<file path="config.mk">
export PLATFORM = sky130hd
export DESIGN_NAME = vector_table_interrupt_map
export DESIGN_NICKNAME = d
export VERILOG_FILES = /design/src/hdl/vector_map_pkg.sv /design/src/hdl/flag_vector_gen.sv /design/src/hdl/vector_table_interrupt_map.sv
export SDC_FILE = /design/constraint.sdc
export NUM_CORES = 1
export LEC_CHECK = 0
export BUFFER_PORTS_ARGS = -buffer_cell sky130_fd_sc_hd__buf_2
export CORE_AREA = 2 2 164 166
export CTS_CLUSTER_DIAMETER = 30
export DETAILED_ROUTE_END_ITERATION = 12
export DIE_AREA = 0 0 166 168
export PLACE_DENSITY = 0.67
export SLEW_MARGIN = 10
export SYNTH_ARGS = -nofsm -noshare
export SYNTH_HDL_FRONTEND = slang
export SYNTH_SLANG_ARGS = --single-unit
</file>
<file path="constraint.sdc">
create_clock -name clk_sys -period 5.1 [get_ports clk_sys]
set_clock_uncertainty 0.15 [all_clocks]
set_input_delay 0.255 -clock clk_sys [delete_from_list [all_inputs] [get_ports clk_sys]]
set_output_delay 0.255 -clock clk_sys [all_outputs]
set_load 0.01 [all_outputs]
</file>
<file path="src/hdl/vector_map_pkg.sv">
package vector_map_pkg;
	// ---------------------------------------------------------------
	// vector region addresses
	// ---------------------------------------------------------------
	localparam logic [15:0] RESET_VEC_ADDR = 16'hfffe;
	localparam logic [15:0] SYS_NMI_VEC_ADDR = 16'hfffc;
	localparam logic [15:0] USER_NMI_VEC_ADDR = 16'hfffa;
	localparam logic [15:0] CMP_VEC_ADDR = 16'hfff8;
	localparam logic [15:0] TB0_CC0_VEC_ADDR = 16'hfff6;
	localparam logic [15:0] TB0_VEC_ADDR = 16'hfff4;
	localparam logic [15:0] WDT_VEC_ADDR = 16'hfff2;
	localparam logic [15:0] SA0_VEC_ADDR = 16'hfff0;
	localparam logic [15:0] SB0_VEC_ADDR = 16'hffee;
	localparam logic [15:0] CONV_VEC_ADDR = 16'hffec;
	localparam logic [15:0] TA0_CC0_VEC_ADDR = 16'hffea;
	localparam logic [15:0] TA0_VEC_ADDR = 16'hffe8;
	localparam logic [15:0] BOOT_PW_LOW_ADDR = 16'hffe0;
	localparam logic [15:0] DEBUG_PW_BASE_ADDR = 16'hff88;
	localparam logic [15:0] SIG_BASE_ADDR = 16'hff80;
	localparam int unsigned SIG_WORDS = 6;
	localparam int unsigned BOOT_PW_WORDS = 16;
	// ---------------------------------------------------------------
	// group sizes, serial b0 mode and enabled signature
	// ---------------------------------------------------------------
	localparam int unsigned NUM_VEC = 11;
	localparam int unsigned RST_SRC = 10;
	localparam int unsigned SNMI_SRC = 5;
	localparam int unsigned UNMI_SRC = 2;
	localparam int unsigned SA0_SRC = 4;
	localparam int unsigned SB0_SRC = 14;
	localparam int unsigned CONV_SRC = 38;
	localparam int unsigned TB0_SRC = 7;
	localparam int unsigned TA0_SRC = 3;
	localparam int unsigned CMP_SRC = 2;
	localparam logic [1:0] SB0_MODE_TWO_WIRE = 2'h1;
	localparam logic [15:0] ENABLED_SIG = 16'haaaa;
endpackage

</file>
<file path="src/hdl/flag_vector_gen.sv">
`timescale 1ns/1ps
`default_nettype none
module flag_vector_gen
	import vector_map_pkg::*;
#(
	parameter int unsigned N = 4
) (
	flags,
	code
);
	input wire logic [N-1:0] flags;
	output logic [15:0] code;
	// ---------------------------------------------------------------
	// lowest index wins; code is 2*(index+1), zero when idle
	// ---------------------------------------------------------------
	always_comb begin
		code = 16'h0000;
		for (int i = N - 1; i >= 0; i--) begin
			if (flags[i]) begin
				code = 16'((i + 1) * 2);
			end
		end
	end
endmodule
`default_nettype wire

</file>
<file path="src/hdl/vector_table_interrupt_map.sv">
`timescale 1ns/1ps
`default_nettype none
module vector_table_interrupt_map
	import vector_map_pkg::*;
(
	input wire logic clk_sys,
	input wire logic rst,
	input wire logic [RST_SRC-1:0] reset_cause_flags,
	input wire logic vacant_access_flag,
	input wire logic debug_mailbox_in_flag,
	input wire logic debug_mailbox_out_flag,
	input wire logic correctable_bit_error_flag,
	input wire logic uncorrectable_bit_error_flag,
	input wire logic [SNMI_SRC-1:0] sys_nmi_enable,
	input wire logic external_nmi_flag,
	input wire logic oscillator_fault_flag,
	input wire logic [UNMI_SRC-1:0] user_nmi_enable,
	input wire logic gie,
	input wire logic [CMP_SRC-1:0] cmp_flags,
	input wire logic [TB0_SRC-1:0] tb0_flags,
	input wire logic interval_timer_flag,
	input wire logic wdt_interval_mode,
	input wire logic sa0_async_mode,
	input wire logic [SA0_SRC-1:0] sa0_flags,
	input wire logic [1:0] sb0_mode,
	input wire logic [SB0_SRC-1:0] sb0_flags,
	input wire logic [CONV_SRC-1:0] conv_flags,
	input wire logic [TA0_SRC-1:0] ta0_flags,
	input wire logic [NUM_VEC-1:0] maskable_enable,
	input wire logic [15:0] mem_rdata,
	input wire logic mem_rvalid,
	output logic [15:0] mem_addr,
	output logic mem_req,
	output logic [15:0] pc_load,
	output logic pc_load_valid,
	output logic startup_done,
	output logic [SIG_WORDS*16-1:0] signatures,
	output logic boot_pw_enabled,
	output logic [4:0] debug_pw_words,
	output logic irq_req,
	output logic [15:0] irq_vec_addr,
	output logic nmi_req,
	output logic [15:0] reset_cause_vector_reg,
	output logic [15:0] system_nmi_vector_reg,
	output logic [15:0] user_nmi_vector_reg,
	output logic [15:0] comparator_vector_reg,
	output logic [15:0] timer_b0_vector_reg,
	output logic [15:0] serial_a0_vector_reg,
	output logic [15:0] serial_b0_vector_reg,
	output logic [15:0] converter_vector_reg,
	output logic [15:0] timer_a0_vector_reg
);
	// ---------------------------------------------------------------
	// state
	// ---------------------------------------------------------------
	typedef enum logic [1:0] {ST_SIG, ST_VEC, ST_RUN} phase_t;
	typedef struct packed {
		phase_t phase;
		logic [2:0] idx;
		logic [15:0] addr;
		logic req;
		logic [15:0] pc;
		logic pcv;
		logic [SIG_WORDS*16-1:0] sig;
		logic [15:0] ivec;
		logic irq;
		logic nmi;
	} state_t;
	state_t s_q, s_d;

	logic [SB0_SRC-1:0] sb0_src;
	logic [SA0_SRC-1:0] sa0_src;
	logic [SNMI_SRC-1:0] snmi_src;
	logic [UNMI_SRC-1:0] unmi_src;
	logic [NUM_VEC-1:0] pend;
	logic [15:0] rsv, snv, unv, cmv, tbv, sav, sbv, cvv, tav;

	// ---------------------------------------------------------------
	// source gating per group
	// ---------------------------------------------------------------
	assign snmi_src = {uncorrectable_bit_error_flag,
		correctable_bit_error_flag, debug_mailbox_out_flag,
		debug_mailbox_in_flag, vacant_access_flag} & sys_nmi_enable;
	assign unmi_src = {oscillator_fault_flag, external_nmi_flag}
		& user_nmi_enable;
	// sync mode: only rx/tx (bits 0,1); start/complete in bits 2,3
	assign sa0_src = sa0_async_mode ? sa0_flags
		: {2'b00, sa0_flags[1:0]};
	assign sb0_src = (sb0_mode == SB0_MODE_TWO_WIRE) ? sb0_flags
		: {12'h000, sb0_flags[1:0]};

	// ---------------------------------------------------------------
	// vector generators
	// ---------------------------------------------------------------
	flag_vector_gen #(.N(RST_SRC)) u_rst (.flags(reset_cause_flags),
		.code(rsv));
	flag_vector_gen #(.N(SNMI_SRC)) u_snmi (.flags(snmi_src),
		.code(snv));
	flag_vector_gen #(.N(UNMI_SRC)) u_unmi (.flags(unmi_src),
		.code(unv));
	flag_vector_gen #(.N(CMP_SRC)) u_cmp (.flags(cmp_flags),
		.code(cmv));
	flag_vector_gen #(.N(TB0_SRC-1)) u_tb0 (.flags(tb0_flags[TB0_SRC-1:1]),
		.code(tbv));
	flag_vector_gen #(.N(SA0_SRC)) u_sa0 (.flags(sa0_src),
		.code(sav));
	flag_vector_gen #(.N(SB0_SRC)) u_sb0 (.flags(sb0_src),
		.code(sbv));
	flag_vector_gen #(.N(CONV_SRC)) u_cnv (.flags(conv_flags),
		.code(cvv));
	flag_vector_gen #(.N(TA0_SRC-1)) u_ta0 (.flags(ta0_flags[TA0_SRC-1:1]),
		.code(tav));

	// ---------------------------------------------------------------
	// pending maskable requests, index 0 is the highest address
	// ---------------------------------------------------------------
	always_comb begin
		pend = '0;
		pend[0] = |cmp_flags;
		pend[1] = tb0_flags[0];
		pend[2] = |tb0_flags[TB0_SRC-1:1];
		pend[3] = interval_timer_flag & wdt_interval_mode;
		pend[4] = |sa0_src;
		pend[5] = |sb0_src;
		pend[6] = |conv_flags;
		pend[7] = ta0_flags[0];
		pend[8] = |ta0_flags[TA0_SRC-1:1];
		pend = pend & maskable_enable;
	end

	// ---------------------------------------------------------------
	// next state
	// ---------------------------------------------------------------
	always_comb begin
		s_d = s_q;
		s_d.pcv = 1'b0;
		s_d.irq = 1'b0;
		s_d.nmi = 1'b0;
		s_d.ivec = 16'h0000;
		case (s_q.phase)
			ST_SIG: begin
				s_d.req = 1'b1;
				s_d.addr = SIG_BASE_ADDR + {12'h000, s_q.idx, 1'b0};
				if (s_q.req && mem_rvalid) begin
					s_d.sig[s_q.idx*16 +: 16] = mem_rdata;
					if (s_q.idx == 3'(SIG_WORDS - 1)) begin
						s_d.phase = ST_VEC;
						s_d.addr = RESET_VEC_ADDR;
					end else begin
						s_d.idx = s_q.idx + 3'h1;
						s_d.addr = SIG_BASE_ADDR
							+ {12'h000, s_d.idx, 1'b0};
					end
				end
			end
			ST_VEC: begin
				s_d.req = 1'b1;
				s_d.addr = RESET_VEC_ADDR;
				if (s_q.req && mem_rvalid) begin
					s_d.pc = mem_rdata;
					s_d.pcv = 1'b1;
					s_d.req = 1'b0;
					s_d.phase = ST_RUN;
				end
			end
			ST_RUN: begin
				s_d.req = 1'b0;
				// nmi ignores gie, maskable ones need it
				if (|snmi_src) begin
					s_d.nmi = 1'b1;
					s_d.ivec = SYS_NMI_VEC_ADDR;
				end else if (|unmi_src) begin
					s_d.nmi = 1'b1;
					s_d.ivec = USER_NMI_VEC_ADDR;
				end else if (gie && |pend) begin
					s_d.irq = 1'b1;
					for (int i = 8; i >= 0; i--) begin
						if (pend[i]) begin
							s_d.ivec = CMP_VEC_ADDR
								- 16'(i * 2);
						end
					end
				end
			end
			default: s_d.phase = ST_SIG;
		endcase
	end

	// ---------------------------------------------------------------
	// state register
	// ---------------------------------------------------------------
	always_ff @(posedge clk_sys or posedge rst) begin
		if (rst) begin
			s_q <= '{phase: ST_SIG, idx: 3'h0, addr: SIG_BASE_ADDR,
				req: 1'b0, pc: 16'h0000, pcv: 1'b0, sig: '0,
				ivec: 16'h0000, irq: 1'b0, nmi: 1'b0};
		end else begin
			s_q <= s_d;
		end
	end

	// ---------------------------------------------------------------
	// outputs
	// ---------------------------------------------------------------
	assign mem_addr = s_q.addr;
	assign mem_req = s_q.req;
	assign pc_load = s_q.pc;
	assign pc_load_valid = s_q.pcv;
	assign startup_done = (s_q.phase == ST_RUN);
	assign signatures = s_q.sig;
	// bootloader signature 1 is word 2
	assign boot_pw_enabled = startup_done
		&& (s_q.sig[2*16 +: 16] == ENABLED_SIG);
	// debug password from its base word up; length in debug signature 2
	assign debug_pw_words = startup_done ? s_q.sig[1*16 +: 5]
		: 5'h00;
	assign irq_req = s_q.irq;
	assign nmi_req = s_q.nmi;
	assign irq_vec_addr = s_q.ivec;
	assign reset_cause_vector_reg = rsv;
	assign system_nmi_vector_reg = snv;
	assign user_nmi_vector_reg = unv;
	assign comparator_vector_reg = cmv;
	assign timer_b0_vector_reg = tbv;
	assign serial_a0_vector_reg = sav;
	assign serial_b0_vector_reg = sbv;
	assign converter_vector_reg = cvv;
	assign timer_a0_vector_reg = tav;
endmodule
`default_nettype wire
</file>
==> flow_summary.json, run 1 <==
{
  "outcome": "finished, final reports clean",
  "layout_common_cells": "buf_2 (298), nand2_1 (216), dfrtp_1 (130), conb_1 (126), o21ai_0 (92)",
  "crit_path_start_kind": "flip-flop",
  "dp_worst_setup_slack_ns": 1.84,
  "worstRegToRegCells": 6,
  "avgRoutedWirePerCell_microns": 16.1,
  "post-route-cell-area_sq_mm": 0.00923,
  "cts-resized-gates": 0,
  "via_count": 6600,
  "powerDensity_mw_per_mm2": 282,
  "final_common_cell": "buf_2",
  "finalSetupTns_ns": 0,
  "cp-endpoint": "signatures[10]$_DFFE_PP0P_",
  "setup_viol": 0,
  "dp_hpwl_mm": 18.7,
  "drt_iter0_drc": 507,
  "antenna_left": 0,
  "die_w_microns": 166,
  "grt_first_pass_wirelength_mm": 35.3,
  "synth_cell_types": 63,
  "final_max_slew_viol_count": 0,
  "postLayoutSetupSlackWorst_ns": 1.82,
  "path_clk_slew_ns": 0.06,
  "gp_congestion": 0.964,
  "critPathRequiredTime_ns": 5.25,
  "finalCritPeriodShare_pct": 64.4,
  "grt_start_max_net_pins": 85,
  "synth_edf_count": 0,
  "drt-vias-per-instance": 4.46,
  "grt.total_usage_pct": 16.4,
  "die_h_microns": 168,
  "ys_seq_area_share_pct": 39.7,
  "cts_max_level": 4,
  "r2r-start": "s_q[148]$_DFFE_PP0P_",
  "hold_viol": 0,
  "die-area_sq_mm": 0.0279,
  "power.total_mw": 2.60,
  "period_needed_ns": 3.28,
  "grt_pass1_vias": 5883,
  "end_kind": "flip-flop",
  "finalNetCount": 1262,
  "drc": 0,
  "drive_gt1_share_pct": 31.9,
  "cp_max_fo": 16,
  "p_leak_nw": 4.87,
  "synth_cells": 968,
  "max_slew_margin_pct": 22.3,
  "ir_drop_uv": 379,
  "post-cts-setup-buffers": 0,
  "cts_buffers": 17,
  "crit_start": "s_q[148]$_DFFE_PP0P_",
  "clockBufferDepth": 2,
  "diodes": 0,
  "async_flop_share_pct": 100,
  "clk_latency_ns": 0.42,
  "arrival_ns": 3.44,
  "syn2layout_area_growth_pct": 12.6,
  "regToRegSetupSlack_ns": 1.82,
  "cts_sinks": 130,
  "grt_antenna_before_repair": 0,
  "rsz0062_at_grt": "false",
  "ys_ff_latch": 130,
  "tritoncts": "yes",
  "hold_path_class": "input port to flip-flop",
  "cts-root-buf": "clkbuf_16",
  "place_area_sq_mm": 0.00854,
  "synth_warnings": 0,
  "wl_mm": 23.9,
  "port_buffers": 298,
  "core_sq_mm": 0.0264,
  "dr.pass1.iters": 5,
  "place_inst": 1445,
  "num_io_pins": 427,
  "grt-ovfl-total": 0,
  "drv_cap": 0,
  "tightest_slew_ns": 1.16,
  "row_count": 60,
  "start_util_pct": 31.1,
  "crit_type": "flip-flop to flip-flop",
  "synthesis.area_sq_mm": 0.00820,
  "avgSynthCellArea_sq_um": 8.47,
  "fmax_ghz": 0.305,
  "final_cells": 1481,
  "ys.flop_type": "dfrtp_1",
  "r2r-end": "signatures[10]$_DFFE_PP0P_"
}
==> kinds of logic after synthesis <==
logic type               share of synthesized area (%)
XOR/XNOR                                         0.320
flip-flops                                        39.7
AND/OR/NAND/NOR                                   18.7
other                                           0.0916
multiplexers                                      2.33
adder cells (fa/ha/maj)                          0.915
buffers and inverters                             26.4
AO/OA/AOI/OAI                                     11.5
==> worst min-delay path by stage <==
stage	end	depth (start not counted)	slack, ns	start
after global routing	pc_load[1]$_DFFE_PP0P_	3	0.01	mem_rdata[1]
final	pc_load[14]$_DFFE_PP0P_	3	0.009	mem_rdata[14]
after CTS	pc_load[6]$_DFFE_PP0P_	3	0.0004	mem_rdata[6]
after detailed placement	pc_load[12]$_DFFE_PP0P_	2	0.31	pc_load[12]$_DFFE_PP0P_
after floorplan	pc_load[0]$_DFFE_PP0P_	2	0.21	mem_rdata[0]
after global placement	pc_load[1]$_DFFE_PP0P_	2	0.31	pc_load[1]$_DFFE_PP0P_
==> where the power goes <==
part           leakage (nW)  internal, mW  switching (mW)
Sequential             1.78          1.03         0.00142
Combinational          2.78        0.0766           0.170
Clock                 0.308         0.838           0.479
Total                  4.87          1.95           0.651
==> timing repair <==
item                                   in CTS  in global routing
endpoints found under the hold margin      89                  0
hold buffers                                5                  0
setup endpoints to repair                   0                  0
==> synth_stat cells, types with 3 or more instances <==
cell,count,area (sq um)
xnor2_1,3,26.3
buf_4,261,1960
a31oi_1,4,25.0
o31ai_1,5,37.5
clkbuf_1,24,90.1
mux2_2,17,191
dfrtp_1,130,3250
o21ai_0,92,460
nor2b_1,7,43.8
nor4_1,12,75.1
nor2_1,30,113
and3_1,6,37.5
nand3_1,6,30.0
o21bai_1,6,45.0
nand2b_1,5,31.3
and2b_2,3,26.3
a211oi_1,4,30.0
nor3_1,16,80.1
and2_1,8,50.1
inv_1,24,90.1
nor4bb_1,3,30.0
ha_1,6,75.1
nand2_1,216,811
a21oi_1,27,135
==> final cells by class <==
class                           count  area, sq um
Clock buffer                       18          439
Clock inverter                     13          198
Fill cell                        2690        17100
Inverter                           25         98.8
Multi-Input combinational cell    648         3250
Sequential cell                   130         3250
Tap cell                          341          427
Timing Repair Buffer              306         1560
==> flip-flops by register name, summed over array words and instances (netlist names) <==
name           cells
irq_req            1
irq_vec_addr       5
mem_addr           4
mem_req            1
nmi_req            1
pc_load           16
pc_load_valid      1
s_q                5
signatures        96
==> worst max-delay path, stage by stage, from the launching register on <==
cell	delay, ns
dfrtp_1	0.49
inv_1	0.18
ha_1	0.24
ha_1	0.32
nor4_2	0.36
nor4b_4	0.99
mux2_2	0.43
==> per-layer routing <==
metal | vias to the layer above | routed length (microns) | GRT usage, %
met5 | - | 0 | 0
met4 | 0 | 455 | 5.48
met3 | 25 | 1930 | 4.65
met2 | 302 | 10900 | 24.9
met1 | 3123 | 10600 | 22.4
li1 | 3150 | - | -
==> stage by stage <==
step / utilization [%] / hold WS [ns]
5_1_grt: 35.0 / 0.0107
6_report: 35.0 / 0.00949
3_3_place_gp: 32.4 / 0.306
4_1_cts: 35.0 / 0.000398
3_5_place_dp: 32.4 / 0.308
2_1_floorplan: - / 0.210
Note: power is estimated with default switching activity, not from simulation.
==> inputs of run 2 (changes only) <==
Clock period 5.1 ns to 3.35 ns, I/O delays scaled along.
==> run 2 against run 1 <==
Effect of this change: design area rose by 2.1%; cell count increased by 1.6%; first-iteration DRC count is 12% lower; via count rose by 3.2%; total power is 50% higher; non-clock buffer count rose by 22; sequential share of layout area is 0.73 points lower; highest routed layer unchanged; worst hold slack improved by 0.012 ns; global-route usage grew 0.27 points; maximum frequency increased by 17%; register-to-register slack worse by 1.3 ns.
==> flow_summary.json, run 2 (synthesis results as in run 1) <==
{
  "power.switching_mw": 1.06,
  "crit_type": "flip-flop to flip-flop",
  "dp_hpwl_mm": 18.6,
  "via_count": 6812,
  "cp_max_fo": 16,
  "grt_use_met1_pct": 22.6,
  "fmax_ghz": 0.358,
  "row_count": 60,
  "tritoncts": "yes",
  "layout_common_cells": "buf_2 (298), nand2_1 (216), dfrtp_1 (130), conb_1 (126), o21ai_0 (92)",
  "drv_cap": 0,
  "grt_first_pass_wirelength_mm": 36.2,
  "crit_start": "s_q[148]$_DFFE_PP0P_",
  "met2_usage_pct": 26.1,
  "setup_viol": 0,
  "end_kind": "flip-flop",
  "grt.total_usage_pct": 16.6,
  "worstRegToRegCells": 7,
  "finalNetCount": 1284,
  "max_slew_margin_pct": 41.5,
  "worst-path-stages": 7,
  "arrival_ns": 2.95,
  "die-area_sq_mm": 0.0279,
  "gp_congestion": 0.933,
  "crit_path_max_incr_delay_ns": 0.49,
  "crit_path_frequent_cell": "ha_1",
  "port_buffers": 298,
  "largest_reg_flops": 96,
  "rsz0062_at_grt": "false",
  "r2r-start": "s_q[148]$_DFFE_PP0P_",
  "avgRoutedWirePerCell_microns": 16.0,
  "grt-ovfl-total": 0,
  "grt_start_max_net_pins": 63,
  "internal-power_mw": 2.84,
  "cts_sinks": 130,
  "dp_worst_setup_slack_ns": 0.585,
  "use_met3_pct": 4.00,
  "die_h_microns": 168,
  "p_comb_share_pct": 10.0,
  "holdPathStages": 3,
  "core_sq_mm": 0.0264,
  "critPathRequiredTime_ns": 3.51,
  "cts-root-buf": "clkbuf_16",
  "tightest_slew_ns": 0.876,
  "dr.pass1.iters": 5,
  "clk_latency_ns": 0.42,
  "wl_mm": 24.1,
  "p_seq_share_pct": 40.4,
  "drt-vias-per-instance": 4.53,
  "crit_family": "simple AND/OR/NAND/NOR gates",
  "path_clk_slew_ns": 0.06,
  "drt_iter0_drc": 444,
  "cp_num_buf_inv": 2,
  "start_util_pct": 31.1,
  "ir_drop_uv": 345,
  "powerDensity_mw_per_mm2": 414,
  "cts_max_level": 4,
  "clockPowerShare_pct": 49.6,
  "busiest_layer": "met2",
  "hold_path_class": "input port to flip-flop",
  "final_common_cell": "buf_2",
  "drive_gt1_share_pct": 31.9,
  "drc": 0,
  "finalSetupTns_ns": 0,
  "swShare_pct": 27.2,
  "diodes": 0,
  "antenna_left": 0,
  "holdCritStartpoint": "user_nmi_enable[1]",
  "post-cts-setup-buffers": 0,
  "postLayoutSetupSlackWorst_ns": 0.555,
  "hold_viol": 0,
  "syn2layout_area_growth_pct": 15.0,
  "final_max_slew_viol_count": 0,
  "period_needed_ns": 2.80,
  "cts_buffers": 17,
  "p_leak_nw": 4.95,
  "crit_chain": "inv_1 -> ha_1 -> ha_1 -> nor4_2 -> nor4b_4 -> buf_4 -> mux2_2",
  "grt_pass1_vias": 6191,
  "crit_path_start_kind": "flip-flop",
  "finalCritPeriodShare_pct": 83.4,
  "die_w_microns": 166,
  "grt_antenna_before_repair": 0,
  "cpMaxStageDelayCell": "dfrtp_1",
  "num_io_pins": 427,
  "outcome": "finished, final reports clean",
  "clockBufferDepth": 2
}
[run 2: changes by cell type in the layout (fill, tap and decap cells not counted)]
cell	change
dlygate4sd3_1	+16
buf_4	+5
inv_8	+5
bufinv_16	-2
clkinv_4	-2
clkinvlp_4	+2
inv_6	-2
buf_12	+1
clkbuf_8	-1
clkinv_8	+1
[run 2: area by class of cell]
cell class | instances | area, sq um
Multi-Input combinational cell | 648 | 3250
Clock buffer | 17 | 425
Timing Repair Buffer | 328 | 1780
Inverter | 25 | 97.6
Sequential cell | 130 | 3250
Fill cell | 2660 | 16900
Tap cell | 341 | 427
Clock inverter | 15 | 191
[run 2: through the flow]
stage	area [sq um]	hold slack [ns]	power [mW]	instances	util (%)
floorplan	8670	0.123	1.90	1092	-
global placement	8600	0.194	1.97	1451	32.6
detailed placement	8600	0.195	1.97	1451	32.6
CTS	9430	0.0135	3.93	1504	35.8
global route	9430	0.0350	4.04	1504	35.8
finish	9430	0.0216	3.90	1504	35.8
[run 2: worst paths after layout]
kind                            slack (ns)                    endpoint
worst max register to register        0.55   signatures[6]$_DFFE_PP0P_
min in group asynchronous             0.28  signatures[70]$_DFFE_PP0P_
worst max-delay path                  0.55   signatures[6]$_DFFE_PP0P_
worst min-delay path                  0.02   irq_vec_addr[1]$_DFF_PP0_
max in group asynchronous             1.84      pc_load[1]$_DFFE_PP0P_
worst min register to register        0.32     pc_load[14]$_DFFE_PP0P_
[run 2: repair_timing]
action,CTS,global route
endpoints found under the hold margin,128,0
gates resized for setup,0,0
hold buffers,21,0
[run 2: power by group through the flow]
| stage | combinational, mW | sequential [mW] | clock (mW) |
|---|---|---|---|
| 2_1_floorplan | 0.294 | 1.61 | 0 |
| 3_3_place_gp | 0.361 | 1.61 | 0 |
| 3_5_place_dp | 0.366 | 1.61 | 0 |
| 4_1_cts | 0.386 | 1.58 | 1.97 |
| 5_1_grt | 0.426 | 1.58 | 2.04 |
| 6_report | 0.391 | 1.58 | 1.93 |
[run 2: per-layer routing]
metal / part of all wire, % / vias to the layer above / wire length, microns
met2: 47 / 347 / 11200
met5: 0 / - / 0
met1: 44 / 3249 / 10600
met3: 7.2 / 32 / 1750
met4: 2.4 / 0 / 571
li1: - / 3184 / -
[run 2: tightest hold or removal path, stage by stage]
cell,delay (ns)
buf_2,0.09
a21oi_1,0.10
a21oi_1,0.17
